<file path="src/core/txl_pkg.sv">
// ****************************************************************************
// shared constants
// ****************************************************************************
package txl_pkg;

  // lane and data geometry
  localparam int LANES     = 4;
  localparam int LANE_W    = 40;
  localparam int PIX_W     = 24;
  localparam int PIX_FRL   = 8;
  localparam int PIX_TMDS  = 2;
  localparam int VID_W     = PIX_W * PIX_FRL;
  localparam int CHAR_W    = 18;
  localparam int SLOT_W    = 32;
  localparam int AUD_SLOTS = 8;
  localparam int AUD_W     = SLOT_W * AUD_SLOTS;
  localparam int PAT_SEL_W = 4;

  // register map, byte addresses
  localparam int         ADDR_W     = 4;
  localparam logic [3:0] OFS_CTRL   = 4'h0;
  localparam logic [3:0] OFS_STATUS = 4'h4;
  localparam logic [3:0] OFS_WORDS  = 4'h8;
  localparam logic [3:0] OFS_CHARS  = 4'hC;

  // control register fields
  localparam int         CTRL_W     = 10;
  localparam int         CTRL_RATIO = 0;
  localparam int         CTRL_FRL   = 1;
  localparam int         CTRL_WSEL  = 2;
  localparam int         CTRL_RATE  = 4;
  localparam int         CTRL_MST   = 7;
  localparam int         CTRL_GRP   = 8;
  localparam logic [9:0] CTRL_RST   = 10'h000;

  // clock-channel words per clock select
  localparam logic [1:0] WSEL_1 = 2'h0;
  localparam logic [1:0] WSEL_2 = 2'h1;

  // clock-channel symbols
  localparam logic [9:0]  SYM_CONST = 10'h3E0;
  localparam logic [9:0]  SYM_ZERO  = 10'h000;
  localparam logic [9:0]  SYM_ONE   = 10'h3FF;
  localparam logic [19:0] W2_ZERO   = 20'h00000;
  localparam logic [19:0] W2_ONE    = 20'hFFFFF;
  localparam logic [39:0] W4_WORD   = 40'hFFFFF00000;

  // fixed-rate lanes
  localparam logic [2:0] RATE_3LANE_MAX = 3'h2;
  localparam logic [9:0] BITS_3LANE     = 10'h078;
  localparam logic [9:0] BITS_4LANE     = 10'h0A0;

  // training patterns
  localparam logic [3:0]  PAT_ZERO = 4'h0;
  localparam logic [3:0]  PAT_ONE  = 4'h1;
  localparam logic [3:0]  PAT_ALT  = 4'h2;
  localparam logic [3:0]  PAT_PRBS = 4'h3;
  localparam logic [39:0] ALT_WORD = 40'h5555555555;

  // axi responses
  localparam logic [1:0] RESP_OKAY   = 2'h0;
  localparam logic [1:0] RESP_SLVERR = 2'h2;

endpackage

</file>
<file path="src/core/txl_pat_if.sv">
`timescale 1ns/10ps
`default_nettype none
// ****************************************************************************
// lane pattern carrier
// ****************************************************************************
interface txl_pat_if;
  logic        step;
  logic [3:0]  sel;
  logic [39:0] data;
  modport gen  (input step, input sel, output data);
  modport user (output step, output sel, input data);
endinterface
`default_nettype wire

</file>
<file path="src/core/txl_pat_gen.sv">
`timescale 1ns/10ps
`default_nettype none
// ****************************************************************************
// per-lane training pattern source
// ****************************************************************************
module txl_pat_gen #(
  parameter logic [15:0] SEED = 16'h0001
) (
  // clock and reset
  input wire logic aclk,
  input wire logic aresetn,
  // pattern carrier
  txl_pat_if.gen   pat
);

  typedef struct packed {
    logic [15:0] lfsr;
    logic [39:0] data;
  } txl_pg_st_t;

  txl_pg_st_t st_r;
  txl_pg_st_t st_nxt;

  assign pat.data = st_r.data;

  always_comb
  begin
    st_nxt = st_r;
    if (pat.step)
    begin
      st_nxt.lfsr = {st_r.lfsr[14:0], st_r.lfsr[15] ^ st_r.lfsr[13] ^ st_r.lfsr[12] ^ st_r.lfsr[10]};
    end
    unique case (pat.sel)
      txl_pkg::PAT_ZERO: st_nxt.data = '0;
      txl_pkg::PAT_ONE:  st_nxt.data = '1;
      txl_pkg::PAT_ALT:  st_nxt.data = txl_pkg::ALT_WORD;
      txl_pkg::PAT_PRBS: st_nxt.data = {st_r.lfsr[7:0], st_r.lfsr, st_r.lfsr};
      default:           st_nxt.data = '0;
    endcase
  end

  always_ff @(posedge aclk)
  begin
    if (!aresetn)
    begin
      st_r      <= '0;
      st_r.lfsr <= SEED;
    end
    else
    begin
      st_r <= st_nxt;
    end
  end

endmodule
`default_nettype wire

</file>
<file path="src/core/txl_out.sv">
// Our own choices: the placing of the registers and the AXI4-Lite register port.
`timescale 1ns/10ps
`default_nettype none
module txl_out #(
  parameter int FRL_CHARS = 8
) (
  // clock and reset
  input  wire logic                                 aclk,
  input  wire logic                                 aresetn,
  // axi4-lite slave
  input  wire logic [txl_pkg::ADDR_W-1:0]           s_axi_awaddr,
  input  wire logic                                 s_axi_awvalid,
  output logic                                      s_axi_awready,
  input  wire logic [31:0]                          s_axi_wdata,
  input  wire logic [3:0]                           s_axi_wstrb,
  input  wire logic                                 s_axi_wvalid,
  output logic                                      s_axi_wready,
  output logic [1:0]                                s_axi_bresp,
  output logic                                      s_axi_bvalid,
  input  wire logic                                 s_axi_bready,
  input  wire logic [txl_pkg::ADDR_W-1:0]           s_axi_araddr,
  input  wire logic                                 s_axi_arvalid,
  output logic                                      s_axi_arready,
  output logic [31:0]                               s_axi_rdata,
  output logic [1:0]                                s_axi_rresp,
  output logic                                      s_axi_rvalid,
  input  wire logic                                 s_axi_rready,
  // link side
  input  wire logic                                 link_speed_clock,
  input  wire logic                                 training_start,
  input  wire logic [txl_pkg::LANES*4-1:0]          lane_pattern,
  output logic [txl_pkg::LANES*txl_pkg::LANE_W-1:0] lane_data,
  output logic                                      lane_strobe,
  output logic                                      frl_char_req,
  // video
  input  wire logic [txl_pkg::VID_W-1:0]            vid_data,
  input  wire logic                                 vid_valid,
  output logic [txl_pkg::VID_W-1:0]                 vid_word,
  // audio
  input  wire logic [txl_pkg::AUD_W-1:0]            audio_in,
  input  wire logic                                 audio_valid,
  output logic [txl_pkg::AUD_W-1:0]                 audio_word,
  output logic                                      audio_word_valid,
  output logic [5:0]                                audio_first_channel
);

  localparam logic [9:0] CHAR_THR = 10'(txl_pkg::CHAR_W * FRL_CHARS);
  localparam int         TMDS_W   = txl_pkg::PIX_W * txl_pkg::PIX_TMDS;

  if (FRL_CHARS != 8 && FRL_CHARS != 16)
  begin : g_chk
    $error("FRL_CHARS must be 8 or 16");
  end

  typedef struct packed {
    logic                                    lk_s1;
    logic                                    lk_s2;
    logic                                    lk_s3;
    logic [1:0]                              phase;
    logic [txl_pkg::LANES-1:0][39:0]         lane;
    logic                                    strobe;
    logic [txl_pkg::VID_W-1:0]               vid_hold;
    logic [txl_pkg::AUD_W-1:0]               aud_word;
    logic                                    aud_valid;
    logic [9:0]                              char_acc;
    logic                                    char_req;
    logic [15:0]                             char_cnt;
    logic [31:0]                             word_cnt;
    logic [txl_pkg::CTRL_W-1:0]              ctrl;
    logic                                    awv;
    logic [txl_pkg::ADDR_W-1:0]              awaddr;
    logic                                    wv;
    logic [31:0]                             wdata;
    logic [3:0]                              wstrb;
    logic                                    bvalid;
    logic [1:0]                              bresp;
    logic                                    rvalid;
    logic [31:0]                             rdata;
    logic [1:0]                              rresp;
  } txl_st_t;

  txl_st_t                         st_r;
  txl_st_t                         st_nxt;
  logic                            link_edge;
  logic                            ratio;
  logic                            frl_on;
  logic                            mst_on;
  logic [1:0]                      wsel;
  logic [2:0]                      rate;
  logic                            three_lane;
  logic [3:0]                      lane_mask;
  logic [txl_pkg::LANES-1:0][39:0] pat_data;
  logic [39:0]                     clk_word;
  logic [9:0]                      lane_bits;
  logic [10:0]                     char_sum;

  // ****************************************************************************
  // configuration decode
  // ****************************************************************************
  assign ratio      = st_r.ctrl[txl_pkg::CTRL_RATIO];
  assign frl_on     = st_r.ctrl[txl_pkg::CTRL_FRL];
  assign mst_on     = st_r.ctrl[txl_pkg::CTRL_MST];
  assign wsel       = st_r.ctrl[txl_pkg::CTRL_WSEL +: 2];
  assign rate       = st_r.ctrl[txl_pkg::CTRL_RATE +: 3];
  assign three_lane = frl_on && (rate <= txl_pkg::RATE_3LANE_MAX);
  assign lane_mask  = (three_lane && training_start) ? 4'h7 : 4'hF;
  // sampled link clock rising edge
  assign link_edge  = st_r.lk_s2 && !st_r.lk_s3;

  // ****************************************************************************
  // training pattern sources
  // ****************************************************************************
  for (genvar g = 0; g < txl_pkg::LANES; g++)
  begin : g_lane
    txl_pat_if pif ();
    assign pif.step    = link_edge;
    assign pif.sel     = lane_pattern[g*4 +: 4];
    assign pat_data[g] = pif.data;
    txl_pat_gen #(
      .SEED (16'(16'hACE1 + g))
    ) u_pat (
      .aclk    (aclk),
      .aresetn (aresetn),
      .pat     (pif)
    );
  end

  // ****************************************************************************
  // clock-channel word
  // ****************************************************************************
  always_comb
  begin
    if (!ratio)
    begin
      clk_word = {4{txl_pkg::SYM_CONST}};
    end
    else if (wsel == txl_pkg::WSEL_1)
    begin
      clk_word = {30'h00000000, (st_r.phase[1] ? txl_pkg::SYM_ONE : txl_pkg::SYM_ZERO)};
    end
    else if (wsel == txl_pkg::WSEL_2)
    begin
      clk_word = {20'h00000, (st_r.phase[0] ? txl_pkg::W2_ONE : txl_pkg::W2_ZERO)};
    end
    else
    begin
      clk_word = txl_pkg::W4_WORD;
    end
  end

  // ****************************************************************************
  // next state
  // ****************************************************************************
  // bits owed only on a link word; the deficit drains one batch per cycle
  assign lane_bits = link_edge ? (three_lane ? txl_pkg::BITS_3LANE : txl_pkg::BITS_4LANE) : 10'h000;
  assign char_sum  = {1'b0, st_r.char_acc} + {1'b0, lane_bits};

  always_comb
  begin
    st_nxt          = st_r;
    st_nxt.lk_s1    = link_speed_clock;
    st_nxt.lk_s2    = st_r.lk_s1;
    st_nxt.lk_s3    = st_r.lk_s2;
    st_nxt.strobe   = link_edge;
    st_nxt.char_req = 1'b0;
    // axi write channels, either order
    if (s_axi_awvalid && s_axi_awready)
    begin
      st_nxt.awv    = 1'b1;
      st_nxt.awaddr = s_axi_awaddr;
    end
    if (s_axi_wvalid && s_axi_wready)
    begin
      st_nxt.wv    = 1'b1;
      st_nxt.wdata = s_axi_wdata;
      st_nxt.wstrb = s_axi_wstrb;
    end
    if (st_r.awv && st_r.wv && !st_r.bvalid)
    begin
      st_nxt.awv    = 1'b0;
      st_nxt.wv     = 1'b0;
      st_nxt.bvalid = 1'b1;
      st_nxt.bresp  = txl_pkg::RESP_OKAY;
      if (st_r.awaddr[3:2] == txl_pkg::OFS_CTRL[3:2])
      begin
        if (st_r.wstrb[0])
        begin
          st_nxt.ctrl[7:0] = st_r.wdata[7:0];
        end
        if (st_r.wstrb[1])
        begin
          st_nxt.ctrl[9:8] = st_r.wdata[9:8];
        end
      end
      else if (st_r.awaddr[3:2] != txl_pkg::OFS_STATUS[3:2] && st_r.awaddr[3:2] != txl_pkg::OFS_WORDS[3:2]
               && st_r.awaddr[3:2] != txl_pkg::OFS_CHARS[3:2])
      begin
        st_nxt.bresp = txl_pkg::RESP_SLVERR;
      end
    end
    if (st_r.bvalid && s_axi_bready)
    begin
      st_nxt.bvalid = 1'b0;
    end
    // axi read
    if (st_r.rvalid && s_axi_rready)
    begin
      st_nxt.rvalid = 1'b0;
    end
    if (s_axi_arvalid && s_axi_arready)
    begin
      st_nxt.rvalid = 1'b1;
      st_nxt.rresp  = txl_pkg::RESP_OKAY;
      unique case (s_axi_araddr[3:2])
        txl_pkg::OFS_CTRL[3:2]:   st_nxt.rdata = {22'h000000, st_r.ctrl};
        txl_pkg::OFS_STATUS[3:2]: st_nxt.rdata = {24'h000000, st_r.lk_s2, st_r.phase, lane_mask, !training_start};
        txl_pkg::OFS_WORDS[3:2]:  st_nxt.rdata = st_r.word_cnt;
        txl_pkg::OFS_CHARS[3:2]:  st_nxt.rdata = {16'h0000, st_r.char_cnt};
      endcase
    end
    if (vid_valid)
    begin
      st_nxt.vid_hold = frl_on ? vid_data : {{(txl_pkg::VID_W-TMDS_W){1'b0}}, vid_data[TMDS_W-1:0]};
    end
    // audio slot packing
    st_nxt.aud_valid = audio_valid;
    if (audio_valid)
    begin
      if (mst_on)
      begin
        for (int s = 0; s < txl_pkg::AUD_SLOTS / 2; s++)
        begin
          st_nxt.aud_word[2*s*32 +: 32]     = audio_in[s*32 +: 32];
          st_nxt.aud_word[(2*s+1)*32 +: 32] = audio_in[(s+4)*32 +: 32];
        end
      end
      else
      begin
        st_nxt.aud_word = audio_in;
      end
    end
    if (link_edge)
    begin
      st_nxt.phase    = st_r.phase + 2'h1;
      st_nxt.word_cnt = st_r.word_cnt + 32'h00000001;
      for (int i = 0; i < txl_pkg::LANES; i++)
      begin
        if (!training_start)
        begin
          st_nxt.lane[i] = pat_data[i];
        end
        else
        begin
          st_nxt.lane[i] = st_r.vid_hold[i*txl_pkg::LANE_W +: txl_pkg::LANE_W];
        end
      end
      if (training_start && !frl_on)
      begin
        st_nxt.lane[3] = clk_word;
      end
      if (training_start && three_lane)
      begin
        st_nxt.lane[3] = '0;
      end
    end
    if (training_start && frl_on)
    begin
      if (char_sum >= {1'b0, CHAR_THR})
      begin
        st_nxt.char_acc = 10'(char_sum - {1'b0, CHAR_THR});
        st_nxt.char_req = 1'b1;
        st_nxt.char_cnt = st_r.char_cnt + 16'h0001;
      end
      else
      begin
        st_nxt.char_acc = char_sum[9:0];
      end
    end
  end

  always_ff @(posedge aclk)
  begin
    if (!aresetn)
    begin
      st_r      <= '0;
      st_r.ctrl <= txl_pkg::CTRL_RST;
    end
    else
    begin
      st_r <= st_nxt;
    end
  end

  // ****************************************************************************
  // outputs
  // ****************************************************************************
  assign s_axi_awready       = !st_r.awv && !st_r.bvalid;
  assign s_axi_wready        = !st_r.wv && !st_r.bvalid;
  assign s_axi_bvalid        = st_r.bvalid;
  assign s_axi_bresp         = st_r.bresp;
  assign s_axi_arready       = !st_r.rvalid;
  assign s_axi_rvalid        = st_r.rvalid;
  assign s_axi_rdata         = st_r.rdata;
  assign s_axi_rresp         = st_r.rresp;
  assign lane_data           = st_r.lane;
  assign lane_strobe         = st_r.strobe;
  assign frl_char_req        = st_r.char_req;
  assign vid_word            = st_r.vid_hold;
  assign audio_word          = st_r.aud_word;
  assign audio_word_valid    = st_r.aud_valid;
  assign audio_first_channel = {1'b0, st_r.ctrl[txl_pkg::CTRL_GRP +: 2], 3'h0} + 6'h01;
endmodule
`default_nettype wire

</file>
<file path="config.mk">
export PLATFORM = sky130hd
export DESIGN_NAME = txl_out
export DESIGN_NICKNAME = d
export VERILOG_FILES = /design/src/core/txl_pkg.sv /design/src/core/txl_pat_if.sv /design/src/core/txl_pat_gen.sv /design/src/core/txl_out.sv
export SDC_FILE = /design/constraint.sdc
export NUM_CORES = 2
export LEC_CHECK = 0
export BUFFER_PORTS_ARGS = -buffer_cell sky130_fd_sc_hd__buf_2
export CELL_PAD_IN_SITES_DETAIL_PLACEMENT = 1
export CELL_PAD_IN_SITES_GLOBAL_PLACEMENT = 2
export CORE_AREA = 2 2 454 456
export DETAILED_ROUTE_END_ITERATION = 7
export DIE_AREA = 0 0 456 458
export PLACE_DENSITY_LB_ADDON = 0.1
export SLEW_MARGIN = 0
export SYNTH_ARGS = -nofsm -noshare
export SYNTH_HDL_FRONTEND = slang
export SYNTH_SLANG_ARGS = --single-unit
</file>
<file path="constraint.sdc">
create_clock -name aclk -period 3.33 [get_ports aclk]
set_input_delay 0.333 -clock aclk [delete_from_list [all_inputs] [get_ports aclk]]
set_output_delay 0.333 -clock aclk [all_outputs]
set_load 0.005 [all_outputs]
</file>
Word level (Yosys, flattened, before mapping) --
Index checks and enable logic that the tools add are counted.
Word-level totals: flip-flop bits (word level) 962, logic and storage cells 135
Operators by class: mux-type cells 27, eq/ne operators 19, add/sub/neg operators 6, reductions and logical operators 33, bitwise logic cells 13, $lt $le $gt $ge 2
Operators by type and width (count):
- $pmux W40 S3 | 4
- $mux W40 | 9
- $mux W224 | 1
- $mux W192 | 1
- $pmux W32 S4 | 1
- $mux W35 | 1
- $add A32 B1 Y32 const B | 1
- $eq A4 B2 Y1 const B | 8
- $mux W10 | 2
- $mux W20 | 1
- $mux W17 | 1
- $add A16 B1 Y16 const B | 1
- $eq A4 B1 Y1 const B | 4
- $logic_and A1 B1 Y1 | 16
- $mux W8 | 2
- $xor A1 B1 Y1 | 12
- $add A10 B8 Y11 | 1
- $ge A11 B8 Y1 const B | 1
- $sub A10 B8 Y10 const B | 1
- $logic_not A1 Y1 | 7
- $add A5 B1 Y6 const B | 1
- $logic_not A2 Y1 | 3
- $reduce_and A3 Y1 | 2
- $eq A2 B1 Y1 const B | 2
- 12 further kinds | 17

Depth between registers and ports, before layout --
word-level depth 7, mapped depth 15, gate-level depth less buffers 12

By module --
From an unflattened synthesis, not the netlist that was laid out.
Second synthesis, totals: cell total of the unflattened synthesis 4510, area, all modules 40473.8 µm²
By module, submodules not included:
- txl_out | sequential area each 14654.1 µm², cells each 3950, instances 1, area each 34923.5 µm²
- txl_pat_gen at g_lane[1].u_pat ... | sequential area each 640.6 µm², cells each 140, instances 2, area each 1387.6 µm²
- txl_pat_gen at g_lane[0].u_pat | sequential area each 640.6 µm², cells each 140, instances 1, area each 1388.8 µm²
- txl_pat_gen at g_lane[2].u_pat | sequential area each 640.6 µm², cells each 140, instances 1, area each 1386.3 µm²

Worst setup path after synthesis --
OpenSTA, ideal clock, no wires.
path type reg2reg, start point reg st_r[761] in the netlist's numbering, end point reg st_r[144] in the netlist's numbering, data arrival time 3490 ps, data required time 3256 ps, path slack -234 ps, cell stages (with the launch flop) 13, path through dfxtp_1 > nand2b_1 > inv_2 > clkbuf_1 > clkbuf_1 > and3_1 > ha_1 > fa_1 > a2111oi_0 > nor4_4 > nor2_2 > mux2_2 > o21ai_0
Between the ends: longest elaborated chain between the ends 6, elaborated cells on any way between the ends 7, classes of those cells add/sub: 2; order compare: 1; mux: 2; reduce/logical: 2
Ends and longest elaborated chain:
- start: declaration | line txl_out.sv:82 | txl_st_t st_r;
- start signal: assignment | line txl_out.sv:290 | st_r <= st_nxt;
- $logic_not A1 Y1 (*) | line txl_out.sv:108 | assign link_edge = st_r.lk_s2 && !st_r.lk_s3;
- $logic_and A1 B1 Y1 (*) | line txl_out.sv:108
- $mux W8 (*) | line txl_out.sv:155 | assign lane_bits = link_edge ? (three_lane ? txl_pkg::BITS_3LANE : txl_pkg::BITS_4LANE) : 10'h000;
- $add A10 B8 Y11 (*) | line txl_out.sv:156 | assign char_sum = {1'b0, st_r.char_acc} + {1'b0, lane_bits};
- $sub A10 B8 Y10 or $ge A11 B8 Y1 (tied branches) | line txl_out.sv:270, txl_out.sv:268
- $mux W10 (*) | line txl_out.sv:268 | if (char_sum >= {1'b0, CHAR_THR})
Mark *: on every way between the ends. The rest lies on a longest branch, timed or not. A chain may end at the register's enable or synchronous reset.

Final worst setup path --
start point reg st_r[761] in the netlist's numbering, end point reg st_r[123] in the netlist's numbering
Between the ends: longest elaborated chain between the ends 6
Ends and longest elaborated chain (line):
- $logic_not A1 Y1 | txl_out.sv:108
- $logic_and A1 B1 Y1 | txl_out.sv:108
- $mux W8 | txl_out.sv:155
- $add A10 B8 Y11 | txl_out.sv:156
- $ge A11 B8 Y1 | txl_out.sv:268
- $reduce_and A2 Y1 (no source line)
Every way passes these cells.

==> impl_metrics.tcl <==
set metrics [dict create \
    drive_above_1_share 0.262 \
    worst_pin_slew_ps 1180 \
    antenna_found_initial 23 \
    holdCritPathClass "input pin to flip-flop" \
    max_freq_mhz 317 \
    drt-initial-drc-count 1256 \
    cts_max_level 3 \
    routed_wl_um 185000 \
    yosysWarnings 0 \
    wl_per_cell_um 22.7 \
    max_cap_viol_count 0 \
    tns_ps 0 \
    critPathKind "flip-flop to flip-flop" \
    dpl.hpwl_um 139000 \
    final_hold_viol_count 0 \
    yosysSeqAreaShare 0.447 \
    synthArstFlopShare 0 \
    rows 166 \
    cp-start-kind "flip-flop" \
    final_cell_mix "buf_2 (1137), dfxtp_1 (859), nor2_1 (614)" \
    avgSynthCellArea_um2 8.76 \
    clockRootBuffer "clkbuf_16" \
    status "completed" \
    cp_data_required_time_ps 3920 \
    clock_sinks 860 \
    area_growth_pct 35.8 \
    peakVddDrop_v 0.000386 \
    grt_start_max_net_pins 207 \
    cts-buffers-inserted 114 \
    arrival_ps 3740 \
    place.gp.congestion 0.791 \
    drt_pre_antenna_iters 5 \
    grtUsageTotal 0.172 \
    finish.utilization 0.257 \
    r2r_start "st_r[761]$_SDFF_PN0_" \
    syn-instance-count 4390 \
    fin_worst_skew_ps 33.2 \
    die_y_um 458 \
    cts_buffer_depth 3 \
    relSlewSlack 0.211 \
    grt_remaining_overflow 0 \
    final.fill_count 23900 \
    synth-seq-cells 860 \
    dieArea_um2 209000 \
    crit_path_end_kind "flip-flop" \
    p_total_uw 26900 \
    dpl_cell_area_um2 42500 \
    ys.flop_type "dfxtp_1" \
    synth-edff-count 0 \
    cts_tree "built" \
    worstSkewPairLatency_ps 750 \
    synth_cell_types 56 \
    post-route-period-util 0.948 \
    grt_first_pass_wirelength_um 264000 \
    hold_depth 3 \
    syn-cell-area_um2 38500 \
    reg2reg_depth 12 \
    nets 5895 \
    io_pins 1177 \
    crit_fanout 6 \
    vias_per_cell 4.09 \
    fin_crit_ps 3160 \
    final_antenna_net_count 0 \
    r2r_setup_slack_ps 170 \
    whs_endpoint "audio_word[81]$_SDFFE_PN0P_" \
    leakage_uw 0.0224 \
    initial_core_util 0.189 \
    placeableCoreArea_um2 204000 \
    cp_slowest_cell "a2111oi_1" \
    vias 33300 \
    port-buffer-count 1141 \
    finalSetupViolations 0 \
    rsz0062_at_grt "yes" \
    crit_chain "nand2b_4 > inv_8 > and3_4 > ha_1 > fa_2 > a211o_1 > a2111oi_1 > mux2i_2 > o21ai_2 > buf_4 > mux2i_1 > nor2_1" \
    grt_pass1_vias 35100 \
    slowest_delay_ps 450 \
    powerDensity_nw_per_um2 515 \
    drv_slew 0 \
    final_cell_area_um2 52300 \
    drc 0 \
    final_common_cell "buf_2" \
    die_x_um 456 \
    hold_slack_ps 88.3 \
    worstHoldStart "audio_valid" \
    rr_endpoint "st_r[123]$_SDFFE_PN0P_" \
    cts.clk_slew.worst_paths_ps 60 \
]
==> final cells by class <==
cell class / instances / area, um2 / share of cell area
clock inverter: 25 / 368 / 0.00704
antenna: 7 / 17.5 / 0.000335
timing repair buffer: 1799 / 12400 / 0.237
clock buffer: 185 / 3550 / 0.0680
tap: 2688 / 3360 / 0.0643
inverter: 56 / 225 / 0.00431
sequential: 860 / 17200 / 0.329
multi-input combinational: 2536 / 15100 / 0.289
==> how the worst max path moves through the flow <==
stage,end,slack [ps],start
2_1_floorplan,st_r[136]$_SDFFE_PN0P_,20,st_r[761]$_SDFF_PN0_
6_report,st_r[123]$_SDFFE_PN0P_,170,st_r[761]$_SDFF_PN0_
5_1_grt,st_r[133]$_SDFFE_PN0P_,-20,st_r[761]$_SDFF_PN0_
3_3_place_gp,st_r[133]$_SDFFE_PN0P_,70,rate[1]$_SDFFE_PN0P_
4_1_cts,st_r[123]$_SDFFE_PN0P_,3,rate[1]$_SDFFE_PN0P_
3_5_place_dp,st_r[133]$_SDFFE_PN0P_,30,rate[1]$_SDFFE_PN0P_
==> stage by stage <==
stage          std cells  setup slack (ps)
3_5_place_dp        7358              31.2
6_report            8156               175
2_1_floorplan       4395              18.9
4_1_cts             8148              2.98
3_3_place_gp        7358              74.3
5_1_grt             8152             -18.5
==> logic make-up after synthesis <==
family	after synthesis	synth area share
AOI/OAI and AO/OA	985	0.153
xor gates and xnor gates	61	0.0139
adders and majority gates	9	0.00312
buffers and inverters	999	0.161
DFF	860	0.447
muxes	348	0.0925
other	2	0.000195
and+or+nand+nor	1126	0.129
==> report_power, final <==
group | switching [uW] | internal, uW | leakage (uW)
registers | 257 | 10700 | 0.00703
clock network | 5140 | 7910 | 0.00193
logic | 1570 | 1330 | 0.0135
total | 6960 | 19900 | 0.0224
==> flip-flops by register name, indices dropped and copies added, names as in the netlist <==
| signal | count |
|---|---|
| ratio | 1 |
| g_lane.u_pat.pat.data | 64 |
| g_lane.u_pat.st_r | 64 |
| rate | 3 |
| audio_word | 256 |
| s_axi_bvalid | 1 |
| mst_on | 1 |
| s_axi_rvalid | 1 |
| s_axi_rdata | 32 |
| lane_strobe | 1 |
| frl_char_req | 1 |
| lane_data | 160 |
| audio_word_valid | 1 |
| st_r | 78 |
| frl_on | 1 |
| vid_word | 192 |
| s_axi_bresp | 1 |
| st_nxt | 2 |
==> per-layer routing <==
layer | global-route usage | up-vias | wire length, um
met5 | 0 | - | 13
met4 | 0.0484 | 2 | 4640
met3 | 0.0436 | 221 | 10500
met2 | 0.307 | 765 | 93500
met1 | 0.201 | 16200 | 76600
li1 | - | 16200 | -
==> synth_stat cells, types with 53 or more instances <==
| master | n | share of area |
|---|---|---|
| a211oi_1 | 204 | 0.040 |
| a21o_1 | 53 | 0.010 |
| a21oi_1 | 474 | 0.062 |
| buf_4 | 651 | 0.13 |
| clkbuf_1 | 240 | 0.023 |
| dfxtp_1 | 860 | 0.45 |
| inv_1 | 55 | 0.0054 |
| mux2i_1 | 334 | 0.087 |
| nand2_1 | 212 | 0.021 |
| nor2_1 | 614 | 0.060 |
| nor2b_1 | 177 | 0.029 |
| o21ai_0 | 138 | 0.018 |
==> critical path, delay by kind of cell (launching register included) <==
kind	cells	cell delay, ps
AO/OA/AOI/OAI	3	1020
adder cells (fa/ha/maj)	2	590
buffers and inverters	2	210
flip-flops	1	340
multiplexers	2	410
AND/OR/NAND/NOR	3	420
==> timing repair <==
action	in CTS	in global routing
resized for setup	0	2
setup endpoints to repair	0	16
buffers inserted	0	1
hold endpoints to repair	496	0
hold buffers	580	0
No activity file was read; power rests on OpenSTA's default activity.
